## config.mk

```make
export PLATFORM = sky130hd
export DESIGN_NAME = ivam_vector_map
export DESIGN_NICKNAME = d
export VERILOG_FILES = /design/src/inc/ivam_pkg.sv /design/src/rtl/ivam_prio.sv /design/src/rtl/ivam_vector_map.sv
export VERILOG_INCLUDE_DIRS = /design/src /design/src/inc
export SDC_FILE = /design/constraint.sdc
export NUM_CORES = 1
export LEC_CHECK = 0
export BUFFER_PORTS_ARGS = -buffer_cell sky130_fd_sc_hd__buf_2
export CAP_MARGIN = 5
export CORE_UTILIZATION = 57
export CTS_CLUSTER_SIZE = 20
export DETAILED_ROUTE_END_ITERATION = 7
export MAX_ROUTING_LAYER = met4
export PLACE_DENSITY_LB_ADDON = 0.15
export SLEW_MARGIN = 10
export SYNTH_ARGS = -nofsm -noshare
export SYNTH_HDL_FRONTEND = slang
export SYNTH_SLANG_ARGS = --single-unit
export TNS_END_PERCENT = 30
```

## constraint.sdc

```tcl
create_clock -name clock -period 3.7 [get_ports clock]
set_input_delay 0.555 -clock clock [delete_from_list [all_inputs] [get_ports clock]]
set_output_delay 0.555 -clock clock [all_outputs]
set_load 0.01 [all_outputs]
```

## src/inc/ivam_map.svh

```systemverilog
`ifndef IVAM_MAP_SVH
`define IVAM_MAP_SVH

// Reset address, interrupt vector number range and source count of the fixed table
`define IVAM_RESET_ADDR 17'h00000
`define IVAM_VEC_FIRST_IRQ 5'h02
`define IVAM_VEC_LAST_IRQ 5'h1e
`define IVAM_NUM_SRC 29
// Boot section start in program words; a strap of the device
`define IVAM_BOOT_START_RST 17'h1f000

`endif

```

## src/inc/ivam_pkg.sv

```systemverilog
package ivam_pkg;
    typedef struct packed {
        logic [7:0] ext_pin_request;
        logic [2:0] pin_change_group;
        logic watchdog_timeout_event;
        logic t2_compare_match_a;
        logic t2_compare_match_b;
        logic t2_counter_overflow;
        logic t1_input_capture_event;
        logic t1_compare_match_a;
        logic t1_compare_match_b;
        logic t1_compare_match_c;
        logic t1_counter_overflow;
        logic t0_compare_match_a;
        logic t0_compare_match_b;
        logic t0_counter_overflow;
        logic serial_transfer_complete;
        logic uart0_rx_complete;
        logic tx_buffer_empty;
        logic uart0_tx_complete;
        logic analog_compare_event;
        logic conversion_complete;
    } ivam_src_t;

    typedef struct packed {
        logic valid;
        logic is_reset;
        logic [4:0] number;
        logic [16:0] addr;
    } ivam_vec_t;

    typedef enum logic [1:0] {
        IVAM_IDLE = 2'b00,
        IVAM_RESET = 2'b01,
        IVAM_IRQ = 2'b10
    } ivam_state_t;
endpackage

```

## src/rtl/ivam_prio.sv

```systemverilog
`timescale 1ns/1ps
`include "ivam_map.svh"

// Lowest set bit wins; bit 0 is the highest priority
module ivam_prio #(
    parameter int N = 29
) (
    input wire logic [N-1:0] req,
    output logic any,
    output logic [4:0] index
);
    always_comb begin
        any = 1'b0;
        index = 5'h00;
        for (int i = N - 1; i >= 0; i--) begin
            if (req[i]) begin
                any = 1'b1;
                index = 5'(i);
            end
        end
    end
endmodule

```

## src/rtl/ivam_vector_map.sv

```systemverilog
`timescale 1ns/1ps
`include "ivam_map.svh"

// What this block does
// - Every reset cause uses vector one, address zero unless the boot fuse is set
// - External requests 0-7 take vectors 2-9
// - Pin-change groups 0-2 at 0x12, 0x14, 0x16
// - Timer 2 events at 0x1a, 0x1c, 0x1e
// - Timer 1 events at 0x20 through 0x28
// - Timer 0 events at 0x2a, 0x2c, 0x2e
// - Serial transfer complete is vector 25, 0x30
// - First serial port at 0x32, 0x34, 0x36
// - Relocate bit adds boot section start to interrupt vectors, not to the reset vector
// - Boot fuse starts reset at boot address
module ivam_vector_map (
    input wire logic clock,
    input wire logic rst_b,
    input wire ivam_pkg::ivam_src_t pending,
    input wire logic [4:0] reset_cause,
    input wire logic vector_relocate_select,
    input wire logic boot_reset_fuse,
    input wire logic [16:0] boot_start,
    input wire logic vector_taken,
    output ivam_pkg::ivam_vec_t vector
);
    ivam_pkg::ivam_state_t state;
    ivam_pkg::ivam_state_t next_state;
    ivam_pkg::ivam_vec_t next_vector;
    logic reset_seen;
    logic reset_any_q;
    wire logic reset_any;
    wire logic reset_new;
    logic [16:0] boot_latched;
    logic [`IVAM_NUM_SRC-1:0] req_bits;
    logic req_any;
    logic [4:0] req_index;
    wire logic [4:0] irq_number;
    wire logic [16:0] table_addr;
    wire logic [16:0] reloc_base;
    wire logic [16:0] reset_addr;

    // Vector order: external 0-7, pin change 0-2, then the single-bit sources,
    // which the struct lists from its top bit down
    always_comb begin
        req_bits[7:0] = pending.ext_pin_request;
        req_bits[10:8] = pending.pin_change_group;
        for (int i = 11; i < `IVAM_NUM_SRC; i++) begin
            req_bits[i] = pending[`IVAM_NUM_SRC - 1 - i];
        end
    end

    assign reset_any = |reset_cause;
    assign reset_new = reset_any && !reset_any_q;

    ivam_prio #(.N(`IVAM_NUM_SRC)) u_prio (
        .req(req_bits),
        .any(req_any),
        .index(req_index)
    );

    // Bit 0 is vector 2; external 2-9, pin change 10-12, watchdog 13, timers 14-24, etc.
    assign irq_number = req_index + `IVAM_VEC_FIRST_IRQ;
    // Two program words per entry: address = 2 * (n - 1)
    assign table_addr = {11'h000, irq_number - 5'h01, 1'b0};
    assign reloc_base = vector_relocate_select ? boot_latched : 17'h00000;
    assign reset_addr = boot_reset_fuse ? boot_latched : `IVAM_RESET_ADDR;

    always_comb begin
        next_state = state;
        next_vector = vector;
        case (state)
            ivam_pkg::IVAM_IDLE: begin
                if (reset_seen) begin
                    next_state = ivam_pkg::IVAM_RESET;
                    next_vector = '{1'b1, 1'b1, 5'h01, reset_addr};
                end else if (req_any) begin
                    next_state = ivam_pkg::IVAM_IRQ;
                    next_vector = '{1'b1, 1'b0, irq_number, 17'(table_addr + reloc_base)};
                end
            end
            ivam_pkg::IVAM_RESET, ivam_pkg::IVAM_IRQ: begin
                if (vector_taken) begin
                    next_state = ivam_pkg::IVAM_IDLE;
                    next_vector = '0;
                end
            end
            default: begin
                next_state = ivam_pkg::IVAM_IDLE;
                next_vector = '0;
            end
        endcase
    end

    // Boot start is a strap: sampled whenever idle, reset included, so it is
    // already valid for the reset vector at the first edge after release
    always_ff @(posedge clock) begin
        if (state == ivam_pkg::IVAM_IDLE && !vector.valid) begin
            boot_latched <= boot_start;
        end
    end

    // A held cause counts once; a new cause on the take edge wins over the clear
    always_ff @(posedge clock or negedge rst_b) begin
        if (!rst_b) begin
            reset_seen <= 1'b1;
            reset_any_q <= 1'b0;
        end else begin
            reset_any_q <= reset_any;
            if (reset_new) begin
                reset_seen <= 1'b1;
            end else if (state == ivam_pkg::IVAM_RESET && vector_taken) begin
                reset_seen <= 1'b0;
            end
        end
    end

    always_ff @(posedge clock or negedge rst_b) begin
        if (!rst_b) begin
            state <= ivam_pkg::IVAM_IDLE;
            vector <= '0;
        end else begin
            state <= next_state;
            vector <= next_vector;
        end
    end

    reset_first_a: assert property (@(posedge clock) disable iff (!rst_b)
        (state == ivam_pkg::IVAM_IDLE && reset_seen)
        |=> vector.number == 5'h01 && vector.is_reset)
        else $error("reset cause did not yield vector one");
    reset_addr_a: assert property (@(posedge clock) disable iff (!rst_b)
        (vector.is_reset && $rose(vector.valid)) |->
        vector.addr == ($past(boot_reset_fuse) ? $past(boot_latched) : 17'h00000))
        else $error("reset address wrong");
    ext0_addr_a: assert property (@(posedge clock) disable iff (!rst_b)
        (state == ivam_pkg::IVAM_IDLE && !reset_seen && pending.ext_pin_request[0]
        && !vector_relocate_select) |=> vector.addr == 17'h00002)
        else $error("external request 0 address wrong");
    ext7_num_a: assert property (@(posedge clock) disable iff (!rst_b)
        (state == ivam_pkg::IVAM_IDLE && !reset_seen && pending == 29'h10000000)
        |=> vector.number == 5'h09)
        else $error("external request 7 vector wrong");
    pcg0_num_a: assert property (@(posedge clock) disable iff (!rst_b)
        (state == ivam_pkg::IVAM_IDLE && !reset_seen && pending == 29'h0040000
        && !vector_relocate_select)
        |=> vector.number == 5'h0a && vector.addr == 17'h00012)
        else $error("pin change group 0 vector wrong");
    pcg2_addr_a: assert property (@(posedge clock) disable iff (!rst_b)
        (state == ivam_pkg::IVAM_IDLE && !reset_seen && pending == 29'h0100000
        && !vector_relocate_select) |=> vector.addr == 17'h00016)
        else $error("pin change group 2 address wrong");
    t2_ovf_a: assert property (@(posedge clock) disable iff (!rst_b)
        (state == ivam_pkg::IVAM_IDLE && !reset_seen && pending == 29'h0004000
        && !vector_relocate_select) |=> vector.addr == 17'h0001e)
        else $error("timer 2 overflow address wrong");
    t1_input_capture_event_a: assert property (@(posedge clock) disable iff (!rst_b)
        (state == ivam_pkg::IVAM_IDLE && !reset_seen && pending == 29'h0002000
        && !vector_relocate_select) |=> vector.addr == 17'h00020)
        else $error("timer 1 capture address wrong");
    t1_ovf_a: assert property (@(posedge clock) disable iff (!rst_b)
        (state == ivam_pkg::IVAM_IDLE && !reset_seen && pending == 29'h0000200
        && !vector_relocate_select) |=> vector.addr == 17'h00028)
        else $error("timer 1 overflow address wrong");
    t0_ova_a: assert property (@(posedge clock) disable iff (!rst_b)
        (state == ivam_pkg::IVAM_IDLE && !reset_seen && pending == 29'h0000040
        && !vector_relocate_select) |=> vector.addr == 17'h0002e)
        else $error("timer 0 overflow address wrong");
    spi_vec_a: assert property (@(posedge clock) disable iff (!rst_b)
        (state == ivam_pkg::IVAM_IDLE && !reset_seen && pending == 29'h0000020
        && !vector_relocate_select)
        |=> vector.number == 5'd25 && vector.addr == 17'h00030)
        else $error("serial transfer vector wrong");
    uart_tx_a: assert property (@(posedge clock) disable iff (!rst_b)
        (state == ivam_pkg::IVAM_IDLE && !reset_seen && pending == 29'h0000004
        && !vector_relocate_select) |=> vector.addr == 17'h00036)
        else $error("serial port tx complete address wrong");
    reloc_add_a: assert property (@(posedge clock) disable iff (!rst_b)
        ($rose(vector.valid) && !vector.is_reset && $past(vector_relocate_select)) |->
        vector.addr == 17'({11'h000, vector.number - 5'h01, 1'b0} + $past(boot_latched)))
        else $error("relocated vector address wrong");
    lowest_wins_a: assert property (@(posedge clock) disable iff (!rst_b)
        (state == ivam_pkg::IVAM_IDLE && !reset_seen && pending.ext_pin_request[1]
        && !pending.ext_pin_request[0]) |=> vector.number == 5'h03)
        else $error("lower vector did not win");
    hold_until_a: assert property (@(posedge clock) disable iff (!rst_b)
        (vector.valid && !vector_taken) |=> vector.valid && $stable(vector.addr))
        else $error("vector dropped before taken");
    taken_clear_a: assert property (@(posedge clock) disable iff (!rst_b)
        (vector.valid && vector_taken) |=> !vector.valid)
        else $error("vector stood after it was taken");
endmodule

```

==> results.toml, run 1 <==
[outcome]
run_status = "complete, but fails checks"
failed_checks = "negative setup slack"

[logic_synthesis]
yosysTopAreaCellShare_pct = 22.8
synthesis.area_um2 = 2850
syn_avg_cell_area_um2 = 9.96
netlist_instances = 286
synth_top_area_cell = "dfrtp_1"
synth_compound_area_share_pct = 22.5
synth-seq-cells = 44
synth_xor_area_share_pct = 1.54
ys_seq_area_share_pct = 41.7
synth.net_count = 352
synth_edf_count = 17
yosys-top-cells-area = "dfrtp_1 23%, edfxtp_1 18%, nand2_1 4.2%, ha_1 4.0%, nor4_4 3.7%"
yosys_warnings = 0
synth_mux_area_share_pct = 1.85
ys_async_sr_fraction_pct = 61.4
synth-main-ff-cell = "dfrtp_1"
synth_top_family_by_area = "simple AND/OR/NAND/NOR gates"
synth_cell_types = 68
synth_simple_gate_area_share_pct = 23.8
synthAdderAreaFrac_pct = 4.66

[power]
ir_drop_mv = 0.424
power_density_nw_per_um2 = 531
power_leakage_nw = 1.88

[sta]
drv_slew = 0
hold_violations = 0
worst_slack_ps = -12.5
rsz0062_at_grt = "yes"
min_period_over_period_pct = 100
fmax_ghz = 0.269
worst_slew_pin_slew_ps = 706
finalSetupViolCount = 2
fin_crit_ps = 3710
relSlewSlack_pct = 52.8
hold_slack_ps = 281
fin_worst_skew_ps = 13.7

[setup_path]
cp-end-kind = "register"
critPathMaxStageDelay_ps = 530
path_class = "in -> reg"
crit_arrival_ps = 3910
critPathMaxFanout = 7
crit_top_cell = "or4_4"
cp_slowest_cell = "or4_4"
path_buf_inv = 2
crit_chain = "buf_4 > or4_4 > o21ai_2 > a31oi_1 > o21ai_1 > inv_1 > ha_4 > nand2b_4 > or4_4 > o311ai_4 > nor3_2 > ha_1 > o21a_4 > o21ai_0 > nor4_1 > a221o_1"
cp.required_ps = 3900
critical-path-top-delay-family = "simple AND/OR/NAND/NOR gates"
cp-start-kind = "primary input"

[cts]
cts.clk_slew.worst_paths_ps = 80
clkLatencyLatePin_ps = 310
cts_tree = "yes"
h-tree-depth = 2
numCtsBuffers = 5
clock_path_buffers = 2
root_buffer = "clkbuf_8"
cts.sinks = 44

[floorplanning]
dieArea_um2 = 5280
rows = 25
die_y_um = 72.7
core-area_um2 = 4750
start_util_pct = 59.9
io_pins = 80
die_w_um = 72.7

[grt]
grt_start_max_net_pins = 28
antenna_found_initial = 0
grt_pass1_wl_um = 12000
global_route.usage.total_pct = 30.8
grt_pass1_vias = 2665
overflow = 0

[drt]
routed_wl_um = 7710
ant_nets = 0
dr.pass1.iters = 5
drtIter0Drc = 241
viasPerCell = 6.01
vias = 2861
remaining_drc_errors = 0
wl_per_cell_um = 16.2

[cells_and_area]
multi_input_area_um2 = 1650
n_antenna_cell = 0
final_util_pct = 81.1
layout-drive-gt1-share_pct = 40.6
area_growth_pct = 35.4
seqCellArea_um2 = 1190
fin_nets = 474
fillers = 315

[placed_design]
place_congestion = 0.866
port_buffers = 79
dp_hpwl_um = 5550

[hold_path]
hold_path.class = "in -> async"

[flow_run]
drv_cap = 0
==> metal layers <==
layer | part of all wire [%] | vias up | GRT usage, %
li1 | - | 1338 | -
met1 | 41 | 1392 | 35.9
met2 | 51 | 111 | 53.0
met3 | 5.6 | 20 | 4.97
met4 | 2.6 | 0 | 12.4
met5 | 0 | - | -
==> cell usage in the layout, fill, tap and decap left out, types with 3 or more instances in the layout <==
cell type  synthesis  routed
buf_2              2      78
nand2_1           32      32
o21a_1             6       5
nor2b_1            4       4
inv_1             14      14
and2_1             5       5
nor2_1            15      15
a21o_1             5       5
and3_1             3       3
o21ai_1            4       8
o21ai_0           21      16
clkbuf_8           0       6
buf_4              2      48
o211a_1            3       3
or4_1              5       3
nor3_1             6       6
dfrtp_1           26      26
o211ai_1           4       4
a31oi_1            5       4
ha_1               9       8
nand2b_1           4       3
xor2_1             3       3
a221o_1            6       6
nand3_1            9       9
edfxtp_1          17      17
a211oi_1           4       3
nor4_2             2       3
mux2i_1            3       3
a21oi_1            8       8
nor4_4             5       5
==> cell type report <==
cell class	instances	share of cell area (%)
multi-input cells	216	42.8
repair buffers	127	19.8
inverters	14	1.36
flip-flops and latches	44	30.8
clock inverters	2	1.01
clock buffers	6	2.14
well taps	67	2.17
==> cells in the mapped netlist, types with 2 or more instances <==
| library cell | number |
|---|---|
| o31ai_1 | 3 |
| ha_1 | 9 |
| inv_1 | 14 |
| mux2_2 | 2 |
| buf_4 | 2 |
| nor3b_1 | 2 |
| edfxtp_1 | 17 |
| a31oi_1 | 5 |
| nor4_2 | 2 |
| nand2_1 | 32 |
| a221o_1 | 6 |
| and2_1 | 5 |
| o21ai_1 | 4 |
| nand3_1 | 9 |
| buf_2 | 2 |
| nor2_1 | 15 |
| o211ai_1 | 4 |
| mux2i_1 | 3 |
| o21ai_0 | 21 |
| nor3_1 | 6 |
| xnor2_1 | 2 |
| dfrtp_1 | 26 |
| a211oi_1 | 4 |
| nor4_1 | 3 |
| o31a_1 | 2 |
| nor2b_1 | 4 |
| xor2_1 | 3 |
| nand2b_1 | 4 |
| a21o_1 | 5 |
| o211a_1 | 3 |
| and3_1 | 3 |
| o311ai_1 | 2 |
| o21a_1 | 6 |
| a21oi_1 | 8 |
| or4_1 | 5 |
| clkbuf_1 | 6 |
| nand4_1 | 2 |
| nor4_4 | 5 |
==> stage by stage <==
stage / TNS [ps] / instance area [µm²] / total power, mW / setup WS (ps) / cells
after global placement: -2580 / 3640 / 1.59 / -337 / 465
final: -18.1 / 3860 / 2.05 / -12.5 / 476
after floorplan: -77.8 / 2880 / 1.30 / -55.1 / 286
after global routing: -575 / 3860 / 2.15 / -110 / 476
after detailed placement: -3700 / 3640 / 1.63 / -448 / 465
after CTS: 0 / 3770 / 2.03 / 2.40 / 473
==> what timing repair did <==
item,CTS,global route
hold buffers,0,0
pin swaps,1,8
endpoints found under the setup margin,6,11
setup buffers,0,3
gates resized for setup,2,15
==> sequential cells by signal (all words and copies together) (netlist names) <==
register,flops
state,2
reset_any_q,1
reset_seen,1
vector,23
boot_latched,17
==> power by group <==
| group | leakage, nW | switching, mW | internal [mW] |
|---|---|---|---|
| logic | 1.30 | 0.478 | 0.345 |
| clock network | 0.0614 | 0.173 | 0.221 |
| registers | 0.510 | 0.128 | 0.706 |
| total | 1.88 | 0.778 | 1.27 |
==> final timing paths <==
check | from | end | slack [ps] | depth (start not counted)
setup / recovery | pending[13] | vector[11]$_DFFE_PN0P_ | -10 | 16
hold / removal | rst_b | vector[18]$_DFFE_PN0P_ | 280 | 1
setup reg to reg | state[1]$_DFFE_PN0P_ | vector[12]$_DFFE_PN0P_ | 1210 | 7
hold reg to reg | vector[21]$_DFFE_PN0P_ | vector[21]$_DFFE_PN0P_ | 480 | 2
max in group asynchronous | rst_b | vector[2]$_DFFE_PN0P_ | 2960 | 1
min in group clock | boot_start[15] | boot_latched[15]$_DFFE_PP_ | 410 | 1
==> cell families after synthesis <==
| group | count (synthesis) |
|---|---|
| AND/OR/NAND/NOR | 107 |
| AO/OA/AOI/OAI | 89 |
| flip-flops | 44 |
| buffers and inverters | 26 |
| adder cells (fa/ha/maj) | 10 |
| XOR/XNOR | 5 |
| multiplexers | 5 |
(Power assumes the default switching activity.)
==> inputs of run 2 (changes only) <==
Settings changed: CORE_ASPECT_RATIO from default to 0.5, CORE_MARGIN from default to 3.
==> run 2 against run 1 <==
Against the previous run:
- the flow now finishes without violations
- power rose by 0.70%
- sequential power rose by 0.5%
- via count rose by 1.3%
- flip-flop and latch count did not move
- clock skew fell by 7.7 ps
- largest cell class unchanged
==> results.toml, run 2 (synthesis results as in run 1) <==
[outcome]
run_status = "finished, final reports clean"

[sta]
fin_crit_ps = 3630
worst_slew_pin_slew_ps = 767
worst_slack_ps = 65.0
hold_violations = 0
hold_slack_ps = 251
relSlewSlack_pct = 48.5
finalSetupViolCount = 0
fin_worst_skew_ps = 6.04
min_period_over_period_pct = 98.2
fmax_ghz = 0.275
rsz0062_at_grt = "no"
drv_slew = 0

[cts]
cts_hold_buf = 0
cts.clk_slew.worst_paths_ps = 90
h-tree-depth = 2
cts_tree = "yes"
root_buffer = "clkbuf_8"
numCtsBuffers = 5
clkLatencyLatePin_ps = 300
cts.sinks = 44
clock_path_buffers = 2

[setup_path]
critPathMaxFanout = 7
cp-start-kind = "primary input"
cp-end-kind = "register"
cp.required_ps = 3900
crit_arrival_ps = 3830
path_class = "in -> reg"

[cells_and_area]
final_common_cell = "buf_2"
n_antenna_cell = 0
final_util_pct = 84.5
multi_input_area_um2 = 1700
layout_common_cells = "78 x buf_2, 45 x buf_4, 32 x nand2_1, 26 x dfrtp_1"
area_growth_pct = 36.4
reg_top3 = "vector: 23 flops, boot_latched: 17 flops, state: 2 flops"
seqCellArea_um2 = 1190
largest-register = "vector"
largest_reg_flops = 23
fin_nets = 471
layout-drive-gt1-share_pct = 41.4
fillers = 268

[power]
power_leakage_nw = 1.86
ir_drop_mv = 0.403
power_density_nw_per_um2 = 531

[floorplanning]
dieArea_um2 = 5930
io_pins = 80
rows = 17
die_y_um = 56.0
start_util_pct = 62.0
die_w_um = 106
core-area_um2 = 4590

[placed_design]
place_ws_ps = -453
port_buffers = 79
place_congestion = 0.867
dp_hpwl_um = 6000

[hold_path]
hold_path.class = "in -> async"

[drt]
routed_wl_um = 8510
viasPerCell = 6.14
drtIter0Drc = 262
remaining_drc_errors = 0
wl_per_cell_um = 18.0
dr.pass1.iters = 5
vias = 2898
ant_nets = 0

[flow_run]
drv_cap = 0

[grt]
antenna_found_initial = 0
grt_pass1_vias = 2942
overflow = 0
grt_start_max_net_pins = 28
global_route.usage.total_pct = 28.3
grt_pass1_wl_um = 13200
==> run 2: where the power goes <==
part,total [mW],switching [mW],leakage [nW],internal [mW]
registers,0.838,0.132,0.510,0.706
clock network,0.398,0.177,0.0614,0.221
logic,0.827,0.488,1.29,0.339
total,2.06,0.798,1.86,1.27
==> run 2: path summary, 6_finish.rpt <==
kind	endpoint	slack [ps]	from	depth (start not counted)
worst max-delay path	vector[11]$_DFFE_PN0P_	70	pending[13]	15
worst min-delay path	vector[1]$_DFFE_PN0P_	250	rst_b	1
worst max register to register	vector[12]$_DFFE_PN0P_	1260	state[0]$_DFFE_PN0P_	7
worst min register to register	vector[10]$_DFFE_PN0P_	490	vector[10]$_DFFE_PN0P_	2
max in group asynchronous	vector[6]$_DFFE_PN0P_	3040	rst_b	1
min in group clock	boot_latched[0]$_DFFE_PP_	420	boot_start[0]	1
==> run 2: cell type report <==
class / instances / share of cell area [%]
Clock buffer: 6 / 2.13
Multi-Input combinational cell: 216 / 43.8
Tap cell: 66 / 2.13
Inverter: 14 / 1.35
Clock inverter: 2 / 0.999
Sequential cell: 44 / 30.6
Timing Repair Buffer: 124 / 19.0
==> run 2: critical path, cell delays in order <==
cell and delay (ps):
buf_4 130, or4_4 560, a211oi_4 200, nor4_2 70
buf_4 160, ha_4 230, nand2b_4 140, or4_4 510
o311ai_4 120, nor3_4 100, ha_4 310, o21a_4 170
o211ai_1 90, a31o_1 220, a221o_1 280
==> run 2: routing by layer <==
layer	part of all wire, %	track usage (%)
met5	0	-
met3	7.9	4.63
met1	38	32.8
met2	50	50.5
met4	3.3	9.41
==> run 2: timing repair <==
action / CTS / global route
endpoints found under the setup margin: 10 / 11
buffers inserted: 0 / 1
pin swaps: 6 / 7
resized for setup: 15 / 9
==> run 2: per-stage QoR <==
stage          area, µm²  TNS, ps  std cells  total power, mW
2_1_floorplan       2880    -77.8        286             1.30
3_3_place_gp        3630    -2680        463             1.58
3_5_place_dp        3630    -4310        463             1.63
4_1_cts             3820    -10.9        471             2.03
5_1_grt             3880        0        472             2.17
6_report            3880        0        472             2.06
